--- src/hdl/panel_pkg.sv ---
package panel_pkg;
  localparam int unsigned CLK_HZ = 40_000_000;
  localparam int unsigned STEP_MS = 300;
  localparam int unsigned IDLE_MS = 2000;
  localparam int unsigned DROP_MS = 20;
  localparam int unsigned FLASH_MS = 200;
  localparam int unsigned BOOT_MS = 1000;
  localparam int unsigned CYC_PER_MS = CLK_HZ / 1000;
  localparam int unsigned STEP_CYCLES = STEP_MS * CYC_PER_MS;
  localparam int unsigned MIN_STEP_CYCLES = STEP_CYCLES / 8;
  localparam int unsigned IDLE_CYCLES = IDLE_MS * CYC_PER_MS;
  localparam int unsigned DROP_CYCLES = DROP_MS * CYC_PER_MS;
  localparam int unsigned FLASH_CYCLES = FLASH_MS * CYC_PER_MS;
  localparam int unsigned BOOT_CYCLES = BOOT_MS * CYC_PER_MS;
  localparam logic [1:0] ACCEL_EVERY = 2'h3;
  // Voltage in 0.1 V units, frequency in Hz, current in 0.1 A units.
  localparam logic [11:0] VMAX_HI = 12'hBB8;
  localparam logic [11:0] VMAX_LO = 12'h5DC;
  localparam logic [11:0] FREQ_PRESET = 12'h190;
  localparam logic [11:0] FREQ_MIN = 12'h168;
  localparam logic [11:0] FREQ_MAX = 12'h1B8;
  localparam logic [11:0] ILIM_OFF = 12'h000;
  localparam logic [15:0] OVERCURRENT_TRIP_CODE = 16'h00C1;
  localparam int unsigned NPIN = 11;
  localparam logic [3:0] PIN_VUP = 4'h0;
  localparam logic [3:0] PIN_VDN = 4'h1;
  localparam logic [3:0] PIN_RANGE = 4'h2;
  localparam logic [3:0] PIN_FUP = 4'h3;
  localparam logic [3:0] PIN_FDN = 4'h4;
  localparam logic [3:0] PIN_FPRESET = 4'h5;
  localparam logic [3:0] PIN_IUP = 4'h6;
  localparam logic [3:0] PIN_IDN = 4'h7;
  localparam logic [3:0] PIN_METER = 4'h8;
  localparam logic [3:0] PIN_PHASE = 4'h9;
  localparam logic [3:0] PIN_OVERCUR = 4'hA;
  localparam logic [3:0] PIN_NONE = 4'hF;
  localparam int unsigned ADDR_W = 8;
  localparam logic [7:0] OFF_CTRL = 8'h00;
  localparam logic [7:0] OFF_FAULT = 8'h04;
  localparam logic [7:0] OFF_VSET = 8'h08;
  localparam logic [7:0] OFF_FSET = 8'h0C;
  localparam logic [7:0] OFF_ILIM = 8'h10;
  localparam logic [7:0] OFF_VLIM = 8'h14;
  localparam logic [7:0] OFF_STATUS = 8'h18;
  localparam int unsigned ST_REJECT = 3;
  localparam logic [3:0] ONEHOT_FIRST = 4'h1;
  typedef enum logic [3:0] {
    ADJ_NONE = 4'b0001,
    ADJ_VOLT = 4'b0010,
    ADJ_FREQ = 4'b0100,
    ADJ_CUR = 4'b1000
  } adj_e;
endpackage

--- src/hdl/panel_setpoint_ctrl.sv ---
// Overview of operation
// Voltage up/down buttons adjust the setpoint in standby and while output is on.
// High range allows 0 to 300 V, low range 0 to 150 V.
// Held voltage button steps every 0.3 s, faster the longer held.
// After 2 s unchanged, flash voltage display once, store setpoint, leave setting.
// Never switch from low to high range without an operator press.
// Range button toggles ranges, also while on, keeping the voltage setpoint.
// Range change while output is on drops the output for about 20 ms.
// Refuse a range change whose target cannot hold the stored voltage limits; the code checks only the lower limit and the setpoint.
// Frequency up/down works in both modes, 1 Hz per step.
// Preset button loads 400 Hz at once.
// Held frequency button steps every 0.3 s, faster the longer held.
// After 2 s unchanged, flash frequency display once, store, leave setting.
// On an error shutdown the frequency display shows the error code.
// First current button press only shows the stored current limit.
// Later presses adjust it; 2 s unchanged returns to the previous display.
// Limit at its off value means output capacity limits the current.
// Meter button cycles power, power factor, time, program step, lighting its LED.
// Program step view shows set number and step number together.
// Phase button cycles three phases then the combined view.
// Combined view averages voltage, current, power factor and totals power.
// At power-on show model number and firmware version briefly.
// Coming up from power always enters standby with the output off.
// Held repeat interval halves every few repeats down to a floor.
// The confirmation flash blanks the display briefly, then restores it.
//
// Our own choices: the Wishbone slave port and the register addresses.
`timescale 1ns/1ps
`default_nettype none
module panel_setpoint_ctrl #(
  parameter int unsigned STEP_CYC = panel_pkg::STEP_CYCLES,
  parameter int unsigned MIN_STEP_CYC = panel_pkg::MIN_STEP_CYCLES,
  parameter int unsigned IDLE_CYC = panel_pkg::IDLE_CYCLES,
  parameter int unsigned DROP_CYC = panel_pkg::DROP_CYCLES,
  parameter int unsigned FLASH_CYC = panel_pkg::FLASH_CYCLES,
  parameter int unsigned BOOT_CYC = panel_pkg::BOOT_CYCLES,
  parameter logic [11:0] RATED_CUR = 12'h0C8,
  // Identity values are arbitrary.
  parameter logic [15:0] MODEL_NUM = 16'h1234,
  parameter logic [15:0] FW_VERSION = 16'h0100
) (
  // Clock, reset, enable
  input wire logic clk_in,
  input wire logic reset_in,
  input wire logic ce_in,
  // Wishbone slave
  input wire logic cyc_in,
  input wire logic stb_in,
  input wire logic we_in,
  input wire logic [panel_pkg::ADDR_W-1:0] adr_in,
  input wire logic [3:0] sel_in,
  input wire logic [31:0] dat_in,
  output logic [31:0] dat_out,
  output logic ack_out,
  // Panel buttons and overcurrent trip pin
  input wire logic [panel_pkg::NPIN-1:0] pins_in,
  // Measurements, three phases of 16 bits, phase R in the low bits; then test time and program set and step
  input wire logic [47:0] meas_volt_in,
  input wire logic [47:0] meas_cur_in,
  input wire logic [47:0] meas_pf_in,
  input wire logic [47:0] meas_pow_in,
  input wire logic [15:0] test_time_in,
  input wire logic [3:0] prog_set_in,
  input wire logic [3:0] prog_step_in,
  // Displays and indicators
  output logic [15:0] volt_disp_out,
  output logic [15:0] freq_disp_out,
  output logic [15:0] cur_disp_out,
  output logic [15:0] meter_disp_out,
  output logic volt_blank_out,
  output logic freq_blank_out,
  output logic freq_err_out,
  output logic [1:0] range_led_out,
  output logic [3:0] meter_led_out,
  output logic [3:0] phase_led_out,
  // Power stage controls
  output logic output_on_out,
  output logic [11:0] vset_out,
  output logic [11:0] fset_out,
  output logic [11:0] cur_limit_eff_out
);
  import panel_pkg::*;

  typedef struct packed {
    logic [NPIN-1:0] s1;
    logic [NPIN-1:0] s2;
    logic [NPIN-1:0] s3;
    logic [NPIN-1:0] lvl;
    adj_e adj;
    logic [31:0] idle;
    logic [31:0] rep_tmr;
    logic [31:0] rep_int;
    logic [31:0] boot;
    logic [31:0] drop;
    logic [31:0] flash;
    logic [3:0] rep_btn;
    logic [1:0] rep_cnt;
    logic flash_freq;
    logic [11:0] vlive;
    logic [11:0] vstore;
    logic [11:0] vlo_lim;
    logic [11:0] vhi_lim;
    logic [11:0] flive;
    logic [11:0] fstore;
    logic [11:0] ilim;
    logic range_hi;
    logic run;
    logic reject;
    logic [15:0] fault;
    logic [3:0] meter;
    logic [3:0] phase;
    logic ack;
    logic [31:0] rdat;
    logic [15:0] vdisp;
    logic [15:0] fdisp;
    logic [15:0] cdisp;
    logic [15:0] mdisp;
    logic vblank;
    logic fblank;
    logic on;
    logic [11:0] ieff;
    logic ferr;
    logic [1:0] rled;
  } state_s;

  state_s st_reg;
  state_s st_next;
  logic [NPIN-1:0] press;
  logic fire;
  logic [3:0] fire_btn;
  logic range_ok;
  logic [31:0] wval;

  function automatic logic [11:0] bump(input logic [11:0] v, input logic up, input logic [11:0] lo,
                                       input logic [11:0] hi);
    if (up) begin
      bump = (v >= hi) ? hi : v + 12'h001;
    end else begin
      bump = (v <= lo) ? lo : v - 12'h001;
    end
  endfunction

  function automatic logic [15:0] pick(input logic [47:0] m, input logic [3:0] ph, input logic total);
    logic [17:0] s;
    s = {2'h0, m[15:0]} + {2'h0, m[31:16]} + {2'h0, m[47:32]};
    if (ph[0]) begin
      pick = m[15:0];
    end else if (ph[1]) begin
      pick = m[31:16];
    end else if (ph[2]) begin
      pick = m[47:32];
    end else if (total) begin
      pick = (s > 18'h0FFFF) ? 16'hFFFF : s[15:0];
    end else begin
      pick = 16'(s / 18'h00003);
    end
  endfunction

  function automatic logic [31:0] merge(input logic [31:0] old, input logic [31:0] wd, input logic [3:0] sel);
    merge = old;
    for (int i = 0; i < 4; i++) begin
      if (sel[i]) begin
        merge[8*i +: 8] = wd[8*i +: 8];
      end
    end
  endfunction

  function automatic logic [3:0] rotate(input logic [3:0] v);
    rotate = {v[2:0], v[3]};
  endfunction

  function automatic logic [11:0] min12(input logic [11:0] a, input logic [11:0] b);
    min12 = (a < b) ? a : b;
  endfunction

  always_comb begin
    st_next = st_reg;
    fire = 1'b0;
    fire_btn = PIN_NONE;
    wval = 32'h0000_0000;
    // A change counts only once the second and third stages agree.
    st_next.s1 = pins_in;
    st_next.s2 = st_reg.s1;
    st_next.s3 = st_reg.s2;
    for (int i = 0; i < NPIN; i++) begin
      if (st_reg.s2[i] == st_reg.s3[i]) begin
        st_next.lvl[i] = st_reg.s3[i];
      end
    end
    press = st_next.lvl & ~st_reg.lvl;
    // Power-on banner hold.
    if (st_reg.boot != 32'h0) begin
      st_next.boot = st_reg.boot - 32'h1;
      press = '0;
    end
    if (st_reg.drop != 32'h0) begin
      st_next.drop = st_reg.drop - 32'h1;
    end
    // Flash blanking interval.
    if (st_reg.flash != 32'h0) begin
      st_next.flash = st_reg.flash - 32'h1;
    end
    // Auto repeat with acceleration.
    if (st_reg.rep_btn != PIN_NONE) begin
      if (!st_next.lvl[st_reg.rep_btn]) begin
        st_next.rep_btn = PIN_NONE;
      end else if (st_reg.rep_tmr <= 32'h1) begin
        fire = 1'b1;
        fire_btn = st_reg.rep_btn;
        st_next.rep_cnt = st_reg.rep_cnt + 2'h1;
        st_next.rep_int = st_reg.rep_int;
        if (st_reg.rep_cnt == ACCEL_EVERY) begin
          st_next.rep_int = ((st_reg.rep_int >> 1) < MIN_STEP_CYC) ? MIN_STEP_CYC : st_reg.rep_int >> 1;
        end
        st_next.rep_tmr = st_next.rep_int;
      end else begin
        st_next.rep_tmr = st_reg.rep_tmr - 32'h1;
      end
    end
    for (int i = int'(PIN_IDN); i >= 0; i--) begin
      if (press[i] && i != int'(PIN_RANGE) && i != int'(PIN_FPRESET)) begin
        fire = 1'b1;
        fire_btn = 4'(i);
      end
    end
    if (fire && fire_btn != st_reg.rep_btn) begin
      st_next.rep_btn = fire_btn;
      st_next.rep_int = STEP_CYC;
      st_next.rep_tmr = STEP_CYC;
      st_next.rep_cnt = 2'h0;
    end
    // Two seconds without change commits and leaves setting.
    if (st_reg.adj != ADJ_NONE) begin
      if (st_reg.idle <= 32'h1) begin
        st_next.adj = ADJ_NONE;
        if (st_reg.adj == ADJ_VOLT) begin
          st_next.vstore = st_reg.vlive;
          st_next.flash = FLASH_CYC;
          st_next.flash_freq = 1'b0;
        end else if (st_reg.adj == ADJ_FREQ) begin
          st_next.fstore = st_reg.flive;
          st_next.flash = FLASH_CYC;
          st_next.flash_freq = 1'b1;
        end
      end else begin
        st_next.idle = st_reg.idle - 32'h1;
      end
    end
    // Stores happen only at a commit or when another kind of adjustment takes over.
    if (fire) begin
      st_next.idle = IDLE_CYC;
      unique case (fire_btn)
        PIN_VUP, PIN_VDN: begin
          // Voltage step bounded by range and limits.
          st_next.vlive = bump(st_reg.vlive, fire_btn == PIN_VUP, st_reg.vlo_lim,
                               min12(st_reg.range_hi ? VMAX_HI : VMAX_LO, st_reg.vhi_lim));
          st_next.fstore = st_reg.flive;
          st_next.adj = ADJ_VOLT;
        end
        PIN_FUP, PIN_FDN: begin
          // One hertz per step.
          st_next.flive = bump(st_reg.flive, fire_btn == PIN_FUP, FREQ_MIN, FREQ_MAX);
          st_next.vstore = st_reg.vlive;
          st_next.adj = ADJ_FREQ;
        end
        default: begin
          // First press only shows the limit.
          if (st_reg.adj != ADJ_CUR) begin
            st_next.rep_btn = PIN_NONE;
          end else begin
            st_next.ilim = bump(st_reg.ilim, fire_btn == PIN_IUP, ILIM_OFF, RATED_CUR);
          end
          st_next.vstore = st_reg.vlive;
          st_next.fstore = st_reg.flive;
          st_next.adj = ADJ_CUR;
        end
      endcase
    end
    // Preset loads at once.
    if (press[PIN_FPRESET]) begin
      st_next.flive = FREQ_PRESET;
      st_next.vstore = st_reg.vlive;
      st_next.adj = ADJ_FREQ;
      st_next.idle = IDLE_CYC;
    end
    // Low range must hold the lower limit and the setpoint.
    range_ok = !st_reg.range_hi || (st_reg.vlo_lim <= VMAX_LO && st_reg.vlive <= VMAX_LO);
    // Range toggles only on a press.
    if (press[PIN_RANGE]) begin
      if (range_ok) begin
        st_next.range_hi = !st_reg.range_hi;
        if (st_reg.run) begin
          st_next.drop = DROP_CYC;
        end
      end else begin
        st_next.reject = 1'b1;
      end
    end
    // One-hot view rotation.
    if (press[PIN_METER]) begin
      st_next.meter = rotate(st_reg.meter);
    end
    if (press[PIN_PHASE]) begin
      st_next.phase = rotate(st_reg.phase);
    end
    // Software writes come first so that hardware events below win.
    st_next.ack = 1'b0;
    if (cyc_in && stb_in && !st_reg.ack) begin
      st_next.ack = 1'b1;
      st_next.rdat = 32'h0000_0000;
      unique case (adr_in)
        OFF_CTRL: begin
          st_next.rdat = {31'h0, st_reg.run};
          wval = merge({31'h0, st_reg.run}, dat_in, sel_in);
          if (we_in) begin
            st_next.run = wval[0] && st_reg.fault == 16'h0000;
          end
        end
        OFF_FAULT: begin
          st_next.rdat = {16'h0000, st_reg.fault};
          wval = merge({16'h0000, st_reg.fault}, dat_in, sel_in);
          if (we_in) begin
            st_next.fault = wval[15:0];
            if (wval[15:0] != 16'h0000) begin
              st_next.run = 1'b0;
            end
          end
        end
        OFF_VSET: st_next.rdat = {4'h0, st_reg.vstore, 4'h0, st_reg.vlive};
        OFF_FSET: st_next.rdat = {4'h0, st_reg.fstore, 4'h0, st_reg.flive};
        OFF_ILIM: st_next.rdat = {4'h0, st_reg.ieff, 4'h0, st_reg.ilim};
        OFF_VLIM: begin
          st_next.rdat = {4'h0, st_reg.vhi_lim, 4'h0, st_reg.vlo_lim};
          wval = merge(st_next.rdat, dat_in, sel_in);
          if (we_in) begin
            st_next.vlo_lim = wval[11:0];
            st_next.vhi_lim = wval[27:16];
          end
        end
        OFF_STATUS: begin
          st_next.rdat = {16'h0000, st_reg.adj, st_reg.phase, st_reg.meter, st_reg.reject, st_reg.on,
                          st_reg.run, st_reg.range_hi};
          if (we_in && sel_in[0] && dat_in[ST_REJECT]) begin
            st_next.reject = 1'b0;
          end
        end
        default: st_next.rdat = 32'h0000_0000;
      endcase
    end
    if (press[PIN_RANGE] && !range_ok) begin
      st_next.reject = 1'b1;
    end
    // Overcurrent shutdown posts its trip code.
    if (st_next.lvl[PIN_OVERCUR] && !st_reg.lvl[PIN_OVERCUR]) begin
      st_next.fault = OVERCURRENT_TRIP_CODE;
      st_next.run = 1'b0;
    end
    // Output held off during the range drop-out.
    st_next.on = st_next.run && st_next.drop == 32'h0;
    // Off value falls back to rated capacity, halved in the high range.
    st_next.ieff = (st_next.ilim == ILIM_OFF) ? (st_next.range_hi ? RATED_CUR >> 1 : RATED_CUR) : st_next.ilim;
    // Combined view averages all but power, which is totalled.
    st_next.vdisp = (!st_next.run || st_next.adj == ADJ_VOLT) ? {4'h0, st_next.vlive} :
                    pick(meas_volt_in, st_next.phase, 1'b0);
    st_next.cdisp = (st_next.adj == ADJ_CUR) ? {4'h0, st_next.ilim} : pick(meas_cur_in, st_next.phase, 1'b0);
    st_next.fdisp = (st_next.fault != 16'h0000) ? st_next.fault : {4'h0, st_next.flive};
    st_next.ferr = st_next.fault != 16'h0000;
    st_next.rled = {st_next.range_hi, !st_next.range_hi};
    // Program step view packs set then step.
    unique case (st_next.meter)
      4'b0001: st_next.mdisp = pick(meas_pow_in, st_next.phase, 1'b1);
      4'b0010: st_next.mdisp = pick(meas_pf_in, st_next.phase, 1'b0);
      4'b0100: st_next.mdisp = test_time_in;
      default: st_next.mdisp = {4'h0, prog_set_in, 4'h0, prog_step_in};
    endcase
    // Banner on voltage and current displays.
    if (st_next.boot != 32'h0) begin
      st_next.vdisp = MODEL_NUM;
      st_next.cdisp = FW_VERSION;
    end
    // Blank the display that confirms its stored setting.
    st_next.vblank = st_next.flash != 32'h0 && !st_next.flash_freq;
    st_next.fblank = st_next.flash != 32'h0 && st_next.flash_freq;
  end

  always_ff @(posedge clk_in) begin
    if (reset_in) begin
      // Standby with output off after power-up.
      st_reg <= '0;
      st_reg.adj <= ADJ_NONE;
      st_reg.rep_btn <= PIN_NONE;
      st_reg.boot <= BOOT_CYC;
      st_reg.flive <= FREQ_PRESET;
      st_reg.fstore <= FREQ_PRESET;
      st_reg.vhi_lim <= VMAX_HI;
      st_reg.range_hi <= 1'b1;
      st_reg.rled <= 2'b10;
      st_reg.meter <= ONEHOT_FIRST;
      st_reg.phase <= ONEHOT_FIRST;
      st_reg.ieff <= RATED_CUR >> 1;
    end else if (ce_in) begin
      st_reg <= st_next;
    end
  end

  assign dat_out = st_reg.rdat;
  assign ack_out = st_reg.ack;
  assign volt_disp_out = st_reg.vdisp;
  assign freq_disp_out = st_reg.fdisp;
  assign cur_disp_out = st_reg.cdisp;
  assign meter_disp_out = st_reg.mdisp;
  assign volt_blank_out = st_reg.vblank;
  assign freq_blank_out = st_reg.fblank;
  assign freq_err_out = st_reg.ferr;
  assign range_led_out = st_reg.rled;
  assign meter_led_out = st_reg.meter;
  assign phase_led_out = st_reg.phase;
  assign output_on_out = st_reg.on;
  assign vset_out = st_reg.vlive;
  assign fset_out = st_reg.flive;
  assign cur_limit_eff_out = st_reg.ieff;
endmodule
`default_nettype wire

--- config.mk ---
export PLATFORM = sky130hd
export DESIGN_NAME = panel_setpoint_ctrl
export DESIGN_NICKNAME = d
export VERILOG_FILES = /design/src/hdl/panel_pkg.sv /design/src/hdl/panel_setpoint_ctrl.sv
export SDC_FILE = /design/constraint.sdc
export NUM_CORES = 2
export LEC_CHECK = 0
export BUFFER_PORTS_ARGS = -buffer_cell sky130_fd_sc_hd__buf_2
export CAP_MARGIN = 5
export CORE_ASPECT_RATIO = 0.8
export CORE_MARGIN = 3
export CORE_UTILIZATION = 45
export CTS_CLUSTER_SIZE = 8
export DETAILED_ROUTE_END_ITERATION = 10
export PLACE_DENSITY = 0.67
export SLEW_MARGIN = 20
export SYNTH_ARGS = -nofsm -noshare
export SYNTH_HDL_FRONTEND = slang
export SYNTH_SLANG_ARGS = --single-unit
--- constraint.sdc ---
create_clock -name clk_in -period 8 [get_ports clk_in]
set_clock_uncertainty 0.15 [all_clocks]
set_input_delay 0.8 -clock clk_in [delete_from_list [all_inputs] [get_ports clk_in]]
set_output_delay 0.8 -clock clk_in [all_outputs]
set_load 0.02 [all_outputs]
==> flow_metrics.env <==
export IMPL_status="finished clean"
export IMPL_grtUsageMet2_pct=44.3
export IMPL_rsz0062_at_grt="false"
export IMPL_synth_flop_cell="dfxtp_1"
export IMPL_die_y_um=269
export IMPL_final_antenna_net_count=0
export IMPL_p_leak_nw=17.7
export IMPL_die_area_um2=90300
export IMPL_synth_top_area_cell="dfxtp_1"
export IMPL_yosysUniqueCellTypes=120
export IMPL_r2r_end="volt_disp_out[9]$_SDFFE_PP0P_"
export IMPL_firstDrtPassIters=11
export IMPL_start_kind="input port"
export IMPL_layout_min_cycle_time_ns=7.54
export IMPL_ff_latch_area_um2=9370
export IMPL_drc=0
export IMPL_crit_path_end_kind="register"
export IMPL_hp_class="in2reg"
export IMPL_slew_headroom_pct=26.7
export IMPL_dpl_instance_area_um2=41500
export IMPL_grt_use_met3_pct=4.75
export IMPL_gp_congestion=0.963
export IMPL_area_delta_synth_final_pct=11.3
export IMPL_setup_violations=0
export IMPL_via_per_inst=6.20
export IMPL_hold_end="st_reg[182]$_SDFFE_PP1P_"
export IMPL_grt_pass1_vias=37356
export IMPL_fin_area_um2=43400
export IMPL_synth_seq_cells=468
export IMPL_busiest_layer="met2"
export IMPL_fp_coreArea_um2=85000
export IMPL_max_stage_delay_ns=0.54
export IMPL_cts_sinks=468
export IMPL_clock_latency_ns=0.63
export IMPL_rrSetupSlack_ns=1.34
export IMPL_numCtsBuffers=69
export IMPL_place_inst=6596
export IMPL_synth_area_leaders="dfxtp_1 24%, nor2_1 7.3%, a21oi_1 6.6%, nand2_1 5.2%, ha_1 3.6%"
export IMPL_crit_top_cell="a21oi_1"
export IMPL_yosys_top_cells_count="755 x nor2_1, 542 x nand2_1, 514 x a21oi_1"
export IMPL_crit_path_top_delay_cell="fa_1"
export IMPL_grt_pass1_wl_um=213000
export IMPL_antenna_found_initial=8
export IMPL_initial_core_util_pct=45.9
export IMPL_cts_max_path_buffers=3
export IMPL_powerDensity_nw_per_um2=314
export IMPL_max_freq_ghz=0.133
export IMPL_worstHoldPathCells=3
export IMPL_ir_worst_vdd_mv=0.218
export IMPL_vias=41443
export IMPL_synth_most_common_cell="nor2_1"
export IMPL_report_final_slew_viol_count=0
export IMPL_multi_input_area_um2=26800
export IMPL_cp_arrival_ns=7.87
export IMPL_layout_cells_non_filler=6682
export IMPL_reg2reg_depth=33
export IMPL_io_pins=424
export IMPL_holdWs_ns=0.240
export IMPL_async_reset_ff_share_pct=0
export IMPL_hold_buffers=0
export IMPL_wl_per_cell_um=20.6
export IMPL_root_buffer="clkbuf_16"
export IMPL_setup_tns_ns=0
export IMPL_yosys_warnings=0
export IMPL_cts_resized=0
export IMPL_synth_top_area_share_pct=24.0
export IMPL_wl_um=137000
export IMPL_h_tree_depth=3
export IMPL_nFillCells=8355
export IMPL_path_clk_slew_ns=0.06
export IMPL_synth_cells=5385
export IMPL_syn_cell_area_um2=39000
export IMPL_synth_edf_count=0
export IMPL_drv_cap=0
export IMPL_final_hold_viol_count=0
export IMPL_worstSetupPathType="in2reg"
export IMPL_grt_max_degree=141
export IMPL_finalCritPeriodShare_pct=94.2
export IMPL_row_count=95
export IMPL_gr_total_overflow=0
export IMPL_ys_seq_area_share_pct=24.0
export IMPL_nNetsFinal=6010
export IMPL_power_mw=13.6
export IMPL_worstReg2RegStart="st_reg[141]$_SDFFE_PP1P_"
export IMPL_syn_mean_instance_area_um2=7.24
export IMPL_postCtsSetupBuffers=0
export IMPL_dr_first_iter_drc_count=5159
export IMPL_largest_register_ffs=304
export IMPL_die_w_um=335
export IMPL_hpwl_um=101000
export IMPL_cts_tree="done"
export IMPL_required_ns=8.34
export IMPL_cp_max_fo=20
export IMPL_drive_gt1_share_pct=14.4
export IMPL_grt_total_usage_pct=28.9
export IMPL_met1_usage_pct=40.7
export IMPL_port_buffers=415
export IMPL_min_from="dat_in[20]"
export IMPL_tightest_slew_ns=1.09
critical path: cells and delay by family:
kind,cells,cell delay [ns]
AOI/OAI and AO/OA,17,3.66
adders and majority gates,4,1.52
and+or+nand+nor,5,1.47
xor gates and xnor gates,1,0.23
buffers and inverters,3,0.19
cells in the final DEF, fill, tap and decap left out, types with 96 or more instances in the layout:
cell type / instances
nor2_1: 754
nand2_1: 542
a21oi_1: 513
dfxtp_1: 468
buf_2: 413
o21ai_0: 262
nor3_1: 216
nand3_1: 165
buf_4: 164
inv_1: 153
mux2i_1: 134
xnor2_1: 124
ha_1: 112
a211oi_1: 96
report_power, final:
group	switching, mW	internal (mW)
sequential	0.259	2.52
clock	1.10	1.57
combinational	4.83	3.34
total	6.19	7.42
how the worst max path moves through the flow:
stage	startpoint	endpoint	cells after the start
global placement	meas_pf_in[1]	meter_disp_out[0]$_SDFFE_PP0P_	30
detailed placement	meas_pf_in[1]	meter_disp_out[0]$_SDFFE_PP0P_	30
CTS	meas_pf_in[1]	meter_disp_out[0]$_SDFFE_PP0P_	30
floorplan	meas_pf_in[1]	meter_disp_out[1]$_SDFFE_PP0P_	31
global route	meas_pf_in[1]	meter_disp_out[0]$_SDFFE_PP0P_	32
finish	meas_pf_in[1]	meter_disp_out[0]$_SDFFE_PP0P_	30
kinds of logic after synthesis:
family                     after synthesis  synth area share (%)
buffers and inverters                  644                  7.72
other                                    1               0.00961
xor gates and xnor gates               209                  4.75
adders and majority gates              191                  7.37
DFF                                    468                  24.0
AOI/OAI and AO/OA                     1567                  26.4
and+or+nand+nor                       2141                  25.4
muxes                                  164                  4.35
cell type report:
class                      instances  share of cell area [%]
sequential                       468                    21.6
antenna                            6                  0.0346
clock inverter                     5                   0.153
multi-input combinational       4276                    61.7
inverter                         155                    1.35
tap                             1115                    3.22
clock buffer                      74                    4.12
timing repair buffer             583                    7.83
metrics by stage:
stage                     setup slack, ns  util, %
after global routing               0.0798     51.1
after floorplan                     0.494        -
after CTS                           0.607     51.0
after detailed placement          -0.0241     48.8
after global placement             0.0650     48.8
final                               0.461     51.1
per-layer routing:
metal / vias up / part of all wire, %
li1: 19703 / -
met1: 19649 / 44
met2: 1790 / 44
met3: 299 / 8.2
met4: 2 / 4.3
met5: - / 0.0080
(Power assumes the default switching activity.)
